<file path="config.mk">
export PLATFORM = sky130hd
export DESIGN_NAME = pmc_power_mode_controller
export DESIGN_NICKNAME = d
export VERILOG_FILES = /design/src/hw/pmc_pkg.sv /design/src/hw/pmc_power_mode_controller.sv
export SDC_FILE = /design/constraint.sdc
export NUM_CORES = 1
export LEC_CHECK = 0
export CAP_MARGIN = 20
export CORE_UTILIZATION = 45
export CTS_CLUSTER_SIZE = 20
export DETAILED_ROUTE_END_ITERATION = 8
export DONT_BUFFER_PORTS = 1
export PLACE_DENSITY = 0.66
export SYNTH_ARGS = -nofsm -noshare
export SYNTH_HDL_FRONTEND = slang
export SYNTH_SLANG_ARGS = --single-unit
</file>
<file path="constraint.sdc">
create_clock -name sys_clk_i -period 2.2 [get_ports sys_clk_i]
set_clock_uncertainty 0.15 [all_clocks]
set_input_delay 0.22 -clock sys_clk_i [delete_from_list [all_inputs] [get_ports sys_clk_i]]
set_output_delay 0.22 -clock sys_clk_i [all_outputs]
set_load 0.005 [all_outputs]
</file>
<file path="src/hw/pmc_pkg.sv">
// Package for the power mode controller: mode codes, boot codes, timing counts.
// Assumes a single 40 MHz system clock.
package pmc_pkg;
  // ---------------------------------------------------------------
  // Low-power mode selection
  // ---------------------------------------------------------------
  localparam logic [2:0] MODE_SLEEP      = 3'h0;
  localparam logic [2:0] MODE_DEEP       = 3'h1;
  localparam logic [2:0] MODE_DEEP_1     = 3'h2;
  localparam logic [2:0] MODE_DEEP_2     = 3'h3;
  localparam logic [2:0] MODE_STANDBY    = 3'h4;
  // ---------------------------------------------------------------
  // Boot source codes
  // ---------------------------------------------------------------
  localparam logic [1:0] BOOT_MAIN_FLASH = 2'h0;
  localparam logic [1:0] BOOT_SYSTEM_MEM = 2'h1;
  localparam logic [1:0] BOOT_SRAM       = 2'h2;
  // ---------------------------------------------------------------
  // System clock source codes
  // ---------------------------------------------------------------
  localparam logic [1:0] CLKSRC_RC8M     = 2'h0;
  // ---------------------------------------------------------------
  // Widths and timing
  // ---------------------------------------------------------------
  localparam int         EXT_LINES       = 16;
  localparam int         CLK_MHZ         = 40;
  localparam int         DOMAIN_UP_NS    = 10000;
  localparam int         DOMAIN_UP_CYC   = (DOMAIN_UP_NS * CLK_MHZ + 999) / 1000;
  localparam int         CNT_W           = 16;
endpackage

</file>
<file path="src/hw/pmc_power_mode_controller.sv">
// Power mode controller: sequences sleep, deep-sleep variants and standby,
// picks the boot source and holds the system in reset on low supply.
// Assumes all inputs synchronous to sys_clk_i; this logic sits in the always-on domain.
//
// Overview of operation
// - Sleep stops only the core clock; any interrupt or event wakes.
// - Deep-sleep gates core-domain clocks and disables both RCs, crystal and PLLs.
// - Plain deep-sleep keeps SRAM and all registers powered.
// - Deep-sleep variants wake on any event-controller source.
// - Leaving deep-sleep selects the internal 8 MHz RC as system clock.
// - Deep-sleep 1 removes power from switchable core domain B.
// - Waking deep-sleep 1 waits extra for domain B to re-power.
// - Deep-sleep 2 removes domains A and B; only first 32K SRAM kept.
// - Waking deep-sleep 2 waits extra for domains A and B.
// - Standby powers off core domain, regulator, RCs, crystal and PLL.
// - Standby leaves only on reset pin, RTC alarm, watchdog or wake pin rise.
// - Boot pins sampled at startup pick flash, system memory or SRAM.
// - Reset held while supply detectors report low; detectors always active.
// - Low-voltage detector output raises a warning interrupt.
// - System reset returns core and peripherals to reset state.
`timescale 1ns/1ps
module pmc_power_mode_controller #(
  parameter int DOMAIN_UP_CYCLES = pmc_pkg::DOMAIN_UP_CYC
) (
  // Clock, reset, enable
  input  wire logic                         sys_clk_i,
  input  wire logic                         reset_n_i,
  input  wire logic                         clk_en_i,
  // Processor request
  input  wire logic                         wfi_req_i,
  input  wire logic [2:0]                   mode_sel_i,
  input  wire logic                         irq_pending_i,
  // Wake sources
  input  wire logic [pmc_pkg::EXT_LINES-1:0] ext_line_i,
  input  wire logic                         rtc_alarm_i,
  input  wire logic                         usb_wake_i,
  input  wire logic                         two_wire_port_2_wake_i,
  input  wire logic                         serial_port_5_wake_i,
  input  wire logic                         external_reset_pin_n_i,
  input  wire logic                         free_watchdog_reset_i,
  input  wire logic                         wakeup_pin_i,
  // Supply supervisors and boot pins
  input  wire logic                         por_low_i,
  input  wire logic                         power_down_reset_detector_low_i,
  input  wire logic                         low_voltage_detector_i,
  input  wire logic [1:0]                   boot_pins_i,
  // Clock and power controls
  output logic                              core_clk_en_o,
  output logic                              core_domain_clk_en_o,
  output logic                              internal_8mhz_rc_en_o,
  output logic                              internal_48mhz_rc_en_o,
  output logic                              external_high_speed_crystal_en_o,
  output logic                              pll_en_o,
  output logic                              switchable_core_domain_a_pwr_o,
  output logic                              switchable_core_domain_b_pwr_o,
  output logic                              core_regulator_en_o,
  output logic                              sram_upper_retain_o,
  output logic                              force_clk_rc8m_o,
  // Status
  output logic                              sys_reset_n_o,
  output logic                              lvd_irq_o,
  output logic [1:0]                        boot_sel_o,
  output logic                              boot_valid_o,
  output logic                              wake_o
);
  import pmc_pkg::*;

  // ---------------------------------------------------------------
  // Sequencer
  // ---------------------------------------------------------------
  typedef enum logic [2:0] {ST_RUN, ST_SLEEP, ST_DEEP, ST_DEEP_1, ST_DEEP_2, ST_STANDBY, ST_POWER_UP} pmc_state_e;

  pmc_state_e       state;
  pmc_state_e       next_state;
  logic [CNT_W-1:0] cnt;
  logic [CNT_W-1:0] next_cnt;
  logic             wake_pin_d;
  logic             next_wake_pin_d;
  logic             stby_reset;
  logic             next_stby_reset;
  logic             boot_done;
  logic             next_boot_done;
  logic [1:0]       boot_sel;
  logic [1:0]       next_boot_sel;
  logic             lvd_irq;
  logic             next_lvd_irq;
  logic             wake;
  logic             next_wake;
  logic             supply_low;
  logic             event_wake;
  logic             stby_wake;

  // Supply detectors are never gated by mode or clock enable
  assign supply_low = por_low_i | power_down_reset_detector_low_i;
  assign event_wake = (|ext_line_i) | rtc_alarm_i | low_voltage_detector_i | usb_wake_i
                    | two_wire_port_2_wake_i | serial_port_5_wake_i | irq_pending_i;
  assign stby_wake  = ~external_reset_pin_n_i | rtc_alarm_i | free_watchdog_reset_i
                    | (wakeup_pin_i & ~wake_pin_d);

  always_comb begin
    next_state      = state;
    next_cnt        = cnt;
    next_wake_pin_d = wakeup_pin_i;
    next_stby_reset = 1'b0;
    next_boot_done  = 1'b1;
    next_boot_sel   = boot_sel;
    next_lvd_irq    = low_voltage_detector_i;
    next_wake       = 1'b0;
    if (!boot_done) begin
      // Pin 0 low boots flash; otherwise pin 1 picks system memory or SRAM
      next_boot_sel = !boot_pins_i[0] ? BOOT_MAIN_FLASH :
                      (boot_pins_i[1] ? BOOT_SRAM : BOOT_SYSTEM_MEM);
    end
    case (state)
      ST_RUN: begin
        if (wfi_req_i) begin
          case (mode_sel_i)
            MODE_SLEEP:   next_state = ST_SLEEP;
            MODE_DEEP:    next_state = ST_DEEP;
            MODE_DEEP_1:  next_state = ST_DEEP_1;
            MODE_DEEP_2:  next_state = ST_DEEP_2;
            MODE_STANDBY: next_state = ST_STANDBY;
            default:      next_state = ST_RUN;
          endcase
        end
      end
      ST_SLEEP: begin
        if (event_wake) begin
          next_state = ST_RUN;
          next_wake  = 1'b1;
        end
      end
      ST_DEEP: begin
        if (event_wake) begin
          next_state = ST_RUN;
          next_wake  = 1'b1;
        end
      end
      ST_DEEP_1, ST_DEEP_2: begin
        if (event_wake) begin
          // Domain re-power delay before the core resumes
          next_state = ST_POWER_UP;
          next_cnt   = CNT_W'(DOMAIN_UP_CYCLES - 1);
        end
      end
      ST_STANDBY: begin
        if (stby_wake) begin
          // Core domain contents are gone, so exit is through a system reset
          next_stby_reset = 1'b1;
          next_state      = ST_RUN;
          next_boot_done  = 1'b0;
        end
      end
      ST_POWER_UP: begin
        if (cnt == '0) begin
          next_state = ST_RUN;
          next_wake  = 1'b1;
        end else begin
          next_cnt = cnt - 1'b1;
        end
      end
      default: next_state = ST_RUN;
    endcase
  end

  always_ff @(posedge sys_clk_i or negedge reset_n_i) begin
    if (!reset_n_i) begin
      state      <= ST_RUN;
      cnt        <= '0;
      wake_pin_d <= 1'b0;
      stby_reset <= 1'b0;
      boot_done  <= 1'b0;
      boot_sel   <= BOOT_MAIN_FLASH;
      lvd_irq    <= 1'b0;
      wake       <= 1'b0;
    end else if (supply_low) begin
      // Low supply forces everything back to its reset state
      state      <= ST_RUN;
      cnt        <= '0;
      wake_pin_d <= 1'b0;
      stby_reset <= 1'b0;
      boot_done  <= 1'b0;
      boot_sel   <= BOOT_MAIN_FLASH;
      lvd_irq    <= 1'b0;
      wake       <= 1'b0;
    end else if (clk_en_i) begin
      state      <= next_state;
      cnt        <= next_cnt;
      wake_pin_d <= next_wake_pin_d;
      stby_reset <= next_stby_reset;
      boot_done  <= next_boot_done;
      boot_sel   <= next_boot_sel;
      lvd_irq    <= next_lvd_irq;
      wake       <= next_wake;
    end
  end

  // ---------------------------------------------------------------
  // Outputs
  // ---------------------------------------------------------------
  logic deep_any;
  assign deep_any = (state == ST_DEEP) | (state == ST_DEEP_1) | (state == ST_DEEP_2) | (state == ST_STANDBY);

  assign core_clk_en_o                    = (state == ST_RUN);
  assign core_domain_clk_en_o             = ~deep_any & (state != ST_POWER_UP);
  assign internal_8mhz_rc_en_o            = ~deep_any;
  assign internal_48mhz_rc_en_o           = ~deep_any;
  assign external_high_speed_crystal_en_o = ~deep_any & ~force_clk_rc8m_o;
  assign pll_en_o                         = ~deep_any & ~force_clk_rc8m_o;
  // Plain deep-sleep keeps both domains and all SRAM powered
  assign switchable_core_domain_a_pwr_o   = (state != ST_DEEP_2) & (state != ST_STANDBY);
  assign switchable_core_domain_b_pwr_o   = (state != ST_DEEP_1) & (state != ST_DEEP_2)
                                          & (state != ST_STANDBY);
  assign sram_upper_retain_o              = (state != ST_DEEP_2) & (state != ST_STANDBY);
  assign core_regulator_en_o              = (state != ST_STANDBY);

  // Sticky RC8M selection after a deep exit; cleared only by reset_n_i or low supply
  logic rc8m_hold;
  logic next_rc8m_hold;
  always_comb begin
    next_rc8m_hold = rc8m_hold;
    if (deep_any) begin
      next_rc8m_hold = 1'b1;
    end else if (wfi_req_i || !core_clk_en_o) begin
      next_rc8m_hold = rc8m_hold;
    end
  end
  always_ff @(posedge sys_clk_i or negedge reset_n_i) begin
    if (!reset_n_i) begin
      rc8m_hold <= 1'b0;
    end else if (supply_low) begin
      rc8m_hold <= 1'b0;
    end else if (clk_en_i) begin
      rc8m_hold <= next_rc8m_hold;
    end
  end
  assign force_clk_rc8m_o = rc8m_hold;

  assign sys_reset_n_o = reset_n_i & ~supply_low & ~stby_reset & boot_done;
  assign lvd_irq_o     = lvd_irq;
  assign boot_sel_o    = boot_sel;
  assign boot_valid_o  = boot_done;
  assign wake_o        = wake;
endmodule

</file>
==> metrics.txt, run 1 <==
outcome=completed; total standard cell area after synthesis=0.00187 mm2; die footprint=0.00441 mm2; final slew viol count=0; routability-driven placement congestion ratio=0.897; worst flop-to-flop path endpoint=cnt[8]; number of standard cells after synthesis=225; fraction of synthesized cell area taken by the top area cell type=36.2%; r2r setup slk=80 ps; average detailed-routed wire length per instance=17.2 um; Critical Path Sink Type=flip-flop; worst flop-to-flop path startpoint=cnt[8]; register area=678 um2; post-detailed-route DRC marker count=0; final critical-path required period=2120 ps; final total negative setup slack=0 ps; Max FO, Critical Path=6; Critical Path RT=2240 ps; pin count of the biggest net entering global routing=28; number of standard cells in the final layout excluding fillers=297; remaining max-slew budget at the tightest pin=63.5%; global-route usage over all layers=25.0%; static leakage=0.956 nW; endpoint of the worst hold-timing path=state[0]; Maximum Capacitance Violations=0; first-pass GRT wire length=8290 um; register bit count reported by yosys=27; clock tree from TritonCTS=done; Initial Util=46.7%; Syn. warnings=0; number of H-tree levels=1; overall die width=66.4 um; antenna violations before repair=0; kind of start point of the critical path=flip-flop; leading register cell type out of synthesis=dfrtp_1; core region area=0.00400 mm2; post-CTS setup repair buffer count=0; Avg Inst Size Synth=8.30 um2; sinks on the clock net=27; VDD IR max=0.332 mV; slew at the pin with the worst max-slew slack=546 ps; leading cell types by total area after synthesis=dfrtp_1 36%, nor2_1 4.8%, nand2_1 4.6%, a21oi_1 4.3%, o21ai_0 3.8%; final hold violation count=0; first-iteration detailed-routing DRC count=113; final setup margin=75.8 ps; class of the most critical hold timing path=primary input to flip-flop; final wirelength=5100 um; number of iterations in the first detailed-routing pass=4; total power density per cell area=416 mW/mm2; arrival time at the worst endpoint=2160 ps; WS Path Type=flip-flop to flip-flop; number of enable-type register cells in the synthesized netlist=0; area occupied by multi-input gates=0.00112 mm2; sequential share of the synthesized area=36.2%; vertical die dimension=66.4 um; vias post-DR=1841; # setup viols final=0; global route overflow=0; fraction of layout cells with a size suffix above 1=18.2%; count of buffers inserted at the top-level ports=0; startpoint of the tightest hold check path=mode_sel_i[1]; Max Root-Sink Buffers=2; most area-hungry cell type in the Yosys netlist=dfrtp_1; Post-Synthesis Net Count=262; maximum operating frequency=0.471 GHz; post-detailed-route count of antenna-violating nets=0; clock tree root buffer cell=clkbuf_8; via count of the first global-routing pass=1721; area added between synthesis and finish=18.2%; Worst Hold Depth=3; leading cell type in the layout, fill and taps excluded=dfrtp_1; cell depth of the worst flop-to-flop path=6; clock transition at the registers of the reported paths=110 ps; Final period util=96.6%; cell count after placement=285; Setup WS pre-CTS=55.2 ps; estimated wirelength of the detail-placed design=3550 um; Via-to-Cell Ratio=6.20; antenna diode count=0; # fillers=373; number of CTS-inserted buffers=3; total power after layout=918 uW; Worst-Skew Late Latency=290 ps; highest-count cells in the layout ignoring fill and taps=25 x dfrtp_1, 24 x buf_4, 23 x nor2_1; number of different library cells in the post-synthesis netlist=52; number of primary I/O pins=53; async set-reset flop share out of synthesis=100%; Final nets=285; RSZ-0062 raised after global routing=true; num rows=23
flip-flops by register name, indices dropped and copies added, names as in the netlist:
register,flops
cnt,16
boot_sel_o,2
state,3
stby_reset,1
wake_o,1
lvd_irq_o,1
boot_valid_o,1
force_clk_rc8m_o,1
wake_pin_d,1
Yosys cell counts (2+ instances only):
library cell	count
a211oi_1	8
a21o_1	3
a21oi_1	16
a31oi_1	6
a32o_1	3
a41oi_1	3
and3_1	2
and3b_1	3
and4_1	2
buf_4	4
clkbuf_1	8
dfrtp_1	27
inv_1	7
mux2i_1	4
nand2_1	23
nand2b_1	3
nand3_1	5
nand4_1	3
nand4b_1	2
nor2_1	24
nor2_2	2
nor2b_1	4
nor3_1	8
nor3b_1	3
nor4_1	7
nor4_2	2
o21ai_0	14
o311a_1	2
or4_1	3
xor2_1	2
where the power goes:
part | internal, mW | switching, mW | total, mW
Sequential | 0.501 | 0.00654 | 0.507
Clock | 0.129 | 0.182 | 0.311
Combinational | 0.0418 | 0.0576 | 0.0994
Total | 0.672 | 0.246 | 0.918
worst max-delay path, stage by stage, from the launching register on:
cell and delay (ps):
dfrtp_2 470, or4_1 580, nor2_1 110, a2111oi_1 80, buf_4 140, or3_1 300
and4_1 200
per-stage QoR:
stage / util [%] / hold slack, ps / cell area [um2]
after floorplan: - / -226 / 1870
after global placement: 51.0 / -225 / 2040
after detailed placement: 51.0 / -225 / 2040
after CTS: 54.5 / 8.13 / 2180
after global routing: 55.2 / 18.0 / 2210
final: 55.2 / 1.00 / 2210
metal layers:
layer / GRT usage [%] / up-vias / share of wire [%]
li1: - / 886 / -
met4: 6.65 / 0 / 1.0
met3: 4.48 / 11 / 5.5
met1: 34.8 / 882 / 46
met5: 0 / - / 0
met2: 39.7 / 62 / 47
how the worst max path moves through the flow:
stage                 from        to
global route        cnt[0]    cnt[8]
CTS                 cnt[8]  state[1]
global placement    cnt[0]  state[1]
detailed placement  cnt[0]   cnt[11]
finish              cnt[8]    cnt[8]
floorplan           cnt[0]  state[1]
repair_timing:
item,CTS,global route
endpoints found under the setup margin,0,14
hold buffers,8,0
endpoints found under the hold margin,39,0
gates resized for setup,0,9
logic make-up after synthesis:
group                      share of synthesized area (%)
DFF                                                 36.2
xor gates and xnor gates                           0.938
muxes                                               2.14
AOI/OAI and AO/OA                                   23.6
buffers and inverters                               5.09
adders and majority gates                          0.670
and+or+nand+nor                                     31.3
cell type report:
type	count	area share, %
Clock inverter	1	0.340
Tap cell	50	2.83
Sequential cell	27	30.7
Clock buffer	3	1.87
Timing Repair Buffer	32	12.2
Inverter	7	1.19
Multi-Input combinational cell	177	50.8
(Power assumes the default switching activity.)
==> inputs of run 2 (changes only) <==
CORE_MARGIN = 4   (was unset)
==> metrics.txt, run 2 (synthesis results as in run 1) <==
outcome=completed; Initial Util=46.7%; antenna violations before repair=0; post-detailed-route DRC marker count=0; Max Root-Sink Buffers=2; static leakage=0.917 nW; final hold violation count=0; first-pass GRT wire length=8110 um; routability-driven placement congestion ratio=0.907; VDD IR max=0.282 mV; fin util=53.5%; clock transition at the registers of the reported paths=100 ps; Setup WS pre-CTS=58.0 ps; number of flip-flops in the largest register=16; Clk network pwr share=33.0%; slew at the pin with the worst max-slew slack=527 ps; relative contribution of sequential cells to total power=56.2%; Maximum Capacitance Violations=0; first-iteration detailed-routing DRC count=149; met1 layer usage reported by global route=28.5%; maximum operating frequency=0.477 GHz; remaining max-slew budget at the tightest pin=64.7%; antenna diode count=0; Critical Path Sink Type=flip-flop; number of H-tree levels=1; count of buffers inserted at the top-level ports=0; Final nets=277; combinational fraction of design power=10.8%; num rows=23; arrival time at the worst endpoint=2130 ps; overall die width=72.4 um; number of iterations in the first detailed-routing pass=5; global route overflow=0; kind of start point of the critical path=flip-flop; class of the most critical hold timing path=primary input to flip-flop; clock tree from TritonCTS=done; total cell area at the placement stage=0.00198 mm2; total power density per cell area=422 mW/mm2; final critical-path required period=2100 ps; clock tree root buffer cell=clkbuf_8; final slew viol count=0; fraction of layout cells with a size suffix above 1=14.2%; die footprint=0.00525 mm2; met3 Track Usage GR=3.05%; final total negative setup slack=0 ps; post-detailed-route count of antenna-violating nets=0; Final period util=95.4%; global-route layer with the greatest usage=met2; final setup margin=102 ps; area added between synthesis and finish=14.5%; post-CTS setup repair buffer count=0; pin count of the biggest net entering global routing=28; sinks on the clock net=27; highest-count cells in the layout ignoring fill and taps=27 x dfrtp_1, 24 x nor2_1, 22 x nand2_1; number of primary I/O pins=53; Switching Power=234 uW; internal power contribution=669 uW; vias post-DR=1806; estimated wirelength of the detail-placed design=3530 um; Sw Share=25.9%; total power after layout=903 uW; leading cell type in the layout, fill and taps excluded=dfrtp_1; final wirelength=5030 um; area of all placed cells without fillers=0.00214 mm2; WS Path Type=flip-flop to flip-flop; average detailed-routed wire length per instance=17.4 um; register with the highest flop count=cnt; Worst-Skew Late Latency=280 ps; Max FO, Critical Path=6; core region area=0.00400 mm2; via count of the first global-routing pass=1632; number of CTS-inserted buffers=3; global-route usage over all layers=19.4%; # setup viols final=0; Via-to-Cell Ratio=6.25; met2 track demand over resource in global routing=29.8%; vertical die dimension=72.4 um; Critical Path RT=2230 ps
==> run 2: routing by layer <==
layer / wire, um / vias to the layer above
met5: 0 / -
met4: 63 / 0
met3: 275 / 8
met2: 2430 / 55
met1: 2260 / 865
li1: - / 878
==> run 2: layout make-up <==
class                   count  area (um2)
clock inverters             1        5.00
multi-input cells         177        1120
flip-flops and latches     27         676
inverters                   7        26.3
well taps                  50        62.6
repair buffers             24         210
fillers                   378        1860
clock buffers               3        41.3
==> run 2: critical path: stages, from the launching register on <==
cell and delay [ps]:
dfrtp_1 470, or4_1 650, nor2_1 130, a2111oi_1 90
or3_1 310, and4_1 200
==> run 2: repair_timing <==
item / 4_1_cts / 5_1_grt
hold buffers: 8 / 0
hold endpoints to repair: 39 / 0
gates resized for setup: 0 / 5
endpoints found under the setup margin: 0 / 11
==> run 2: worst paths after layout <==
kind / start / depth (start not counted) / end / slack (ps)
max: cnt[8] / 5 / cnt[8] / 100
min: mode_sel_i[1] / 3 / state[0] / 2
min in group asynchronous: reset_n_i / 2 / boot_sel_o[0] / 210
min reg2reg: wake_pin_d / 2 / wake_pin_d / 380
max reg2reg: cnt[8] / 5 / cnt[8] / 100
max in group asynchronous: reset_n_i / 2 / cnt[12] / 1520
==> run 2: power by group through the flow <==
stage | Combinational (mW) | Sequential (mW) | Clock [mW]
6_report | 0.0977 | 0.507 | 0.298
5_1_grt | 0.108 | 0.508 | 0.327
4_1_cts | 0.0976 | 0.507 | 0.306
3_5_place_dp | 0.0692 | 0.517 | 0
3_3_place_gp | 0.0686 | 0.517 | 0
2_1_floorplan | 0.0596 | 0.514 | 0
==> run 2: metrics by stage <==
stage / hold slack [ps] / instances
finish: 2.38 / 289
global route: 3.17 / 289
CTS: 0.00944 / 289
detailed placement: -224 / 277
global placement: -224 / 277
floorplan: -226 / 225
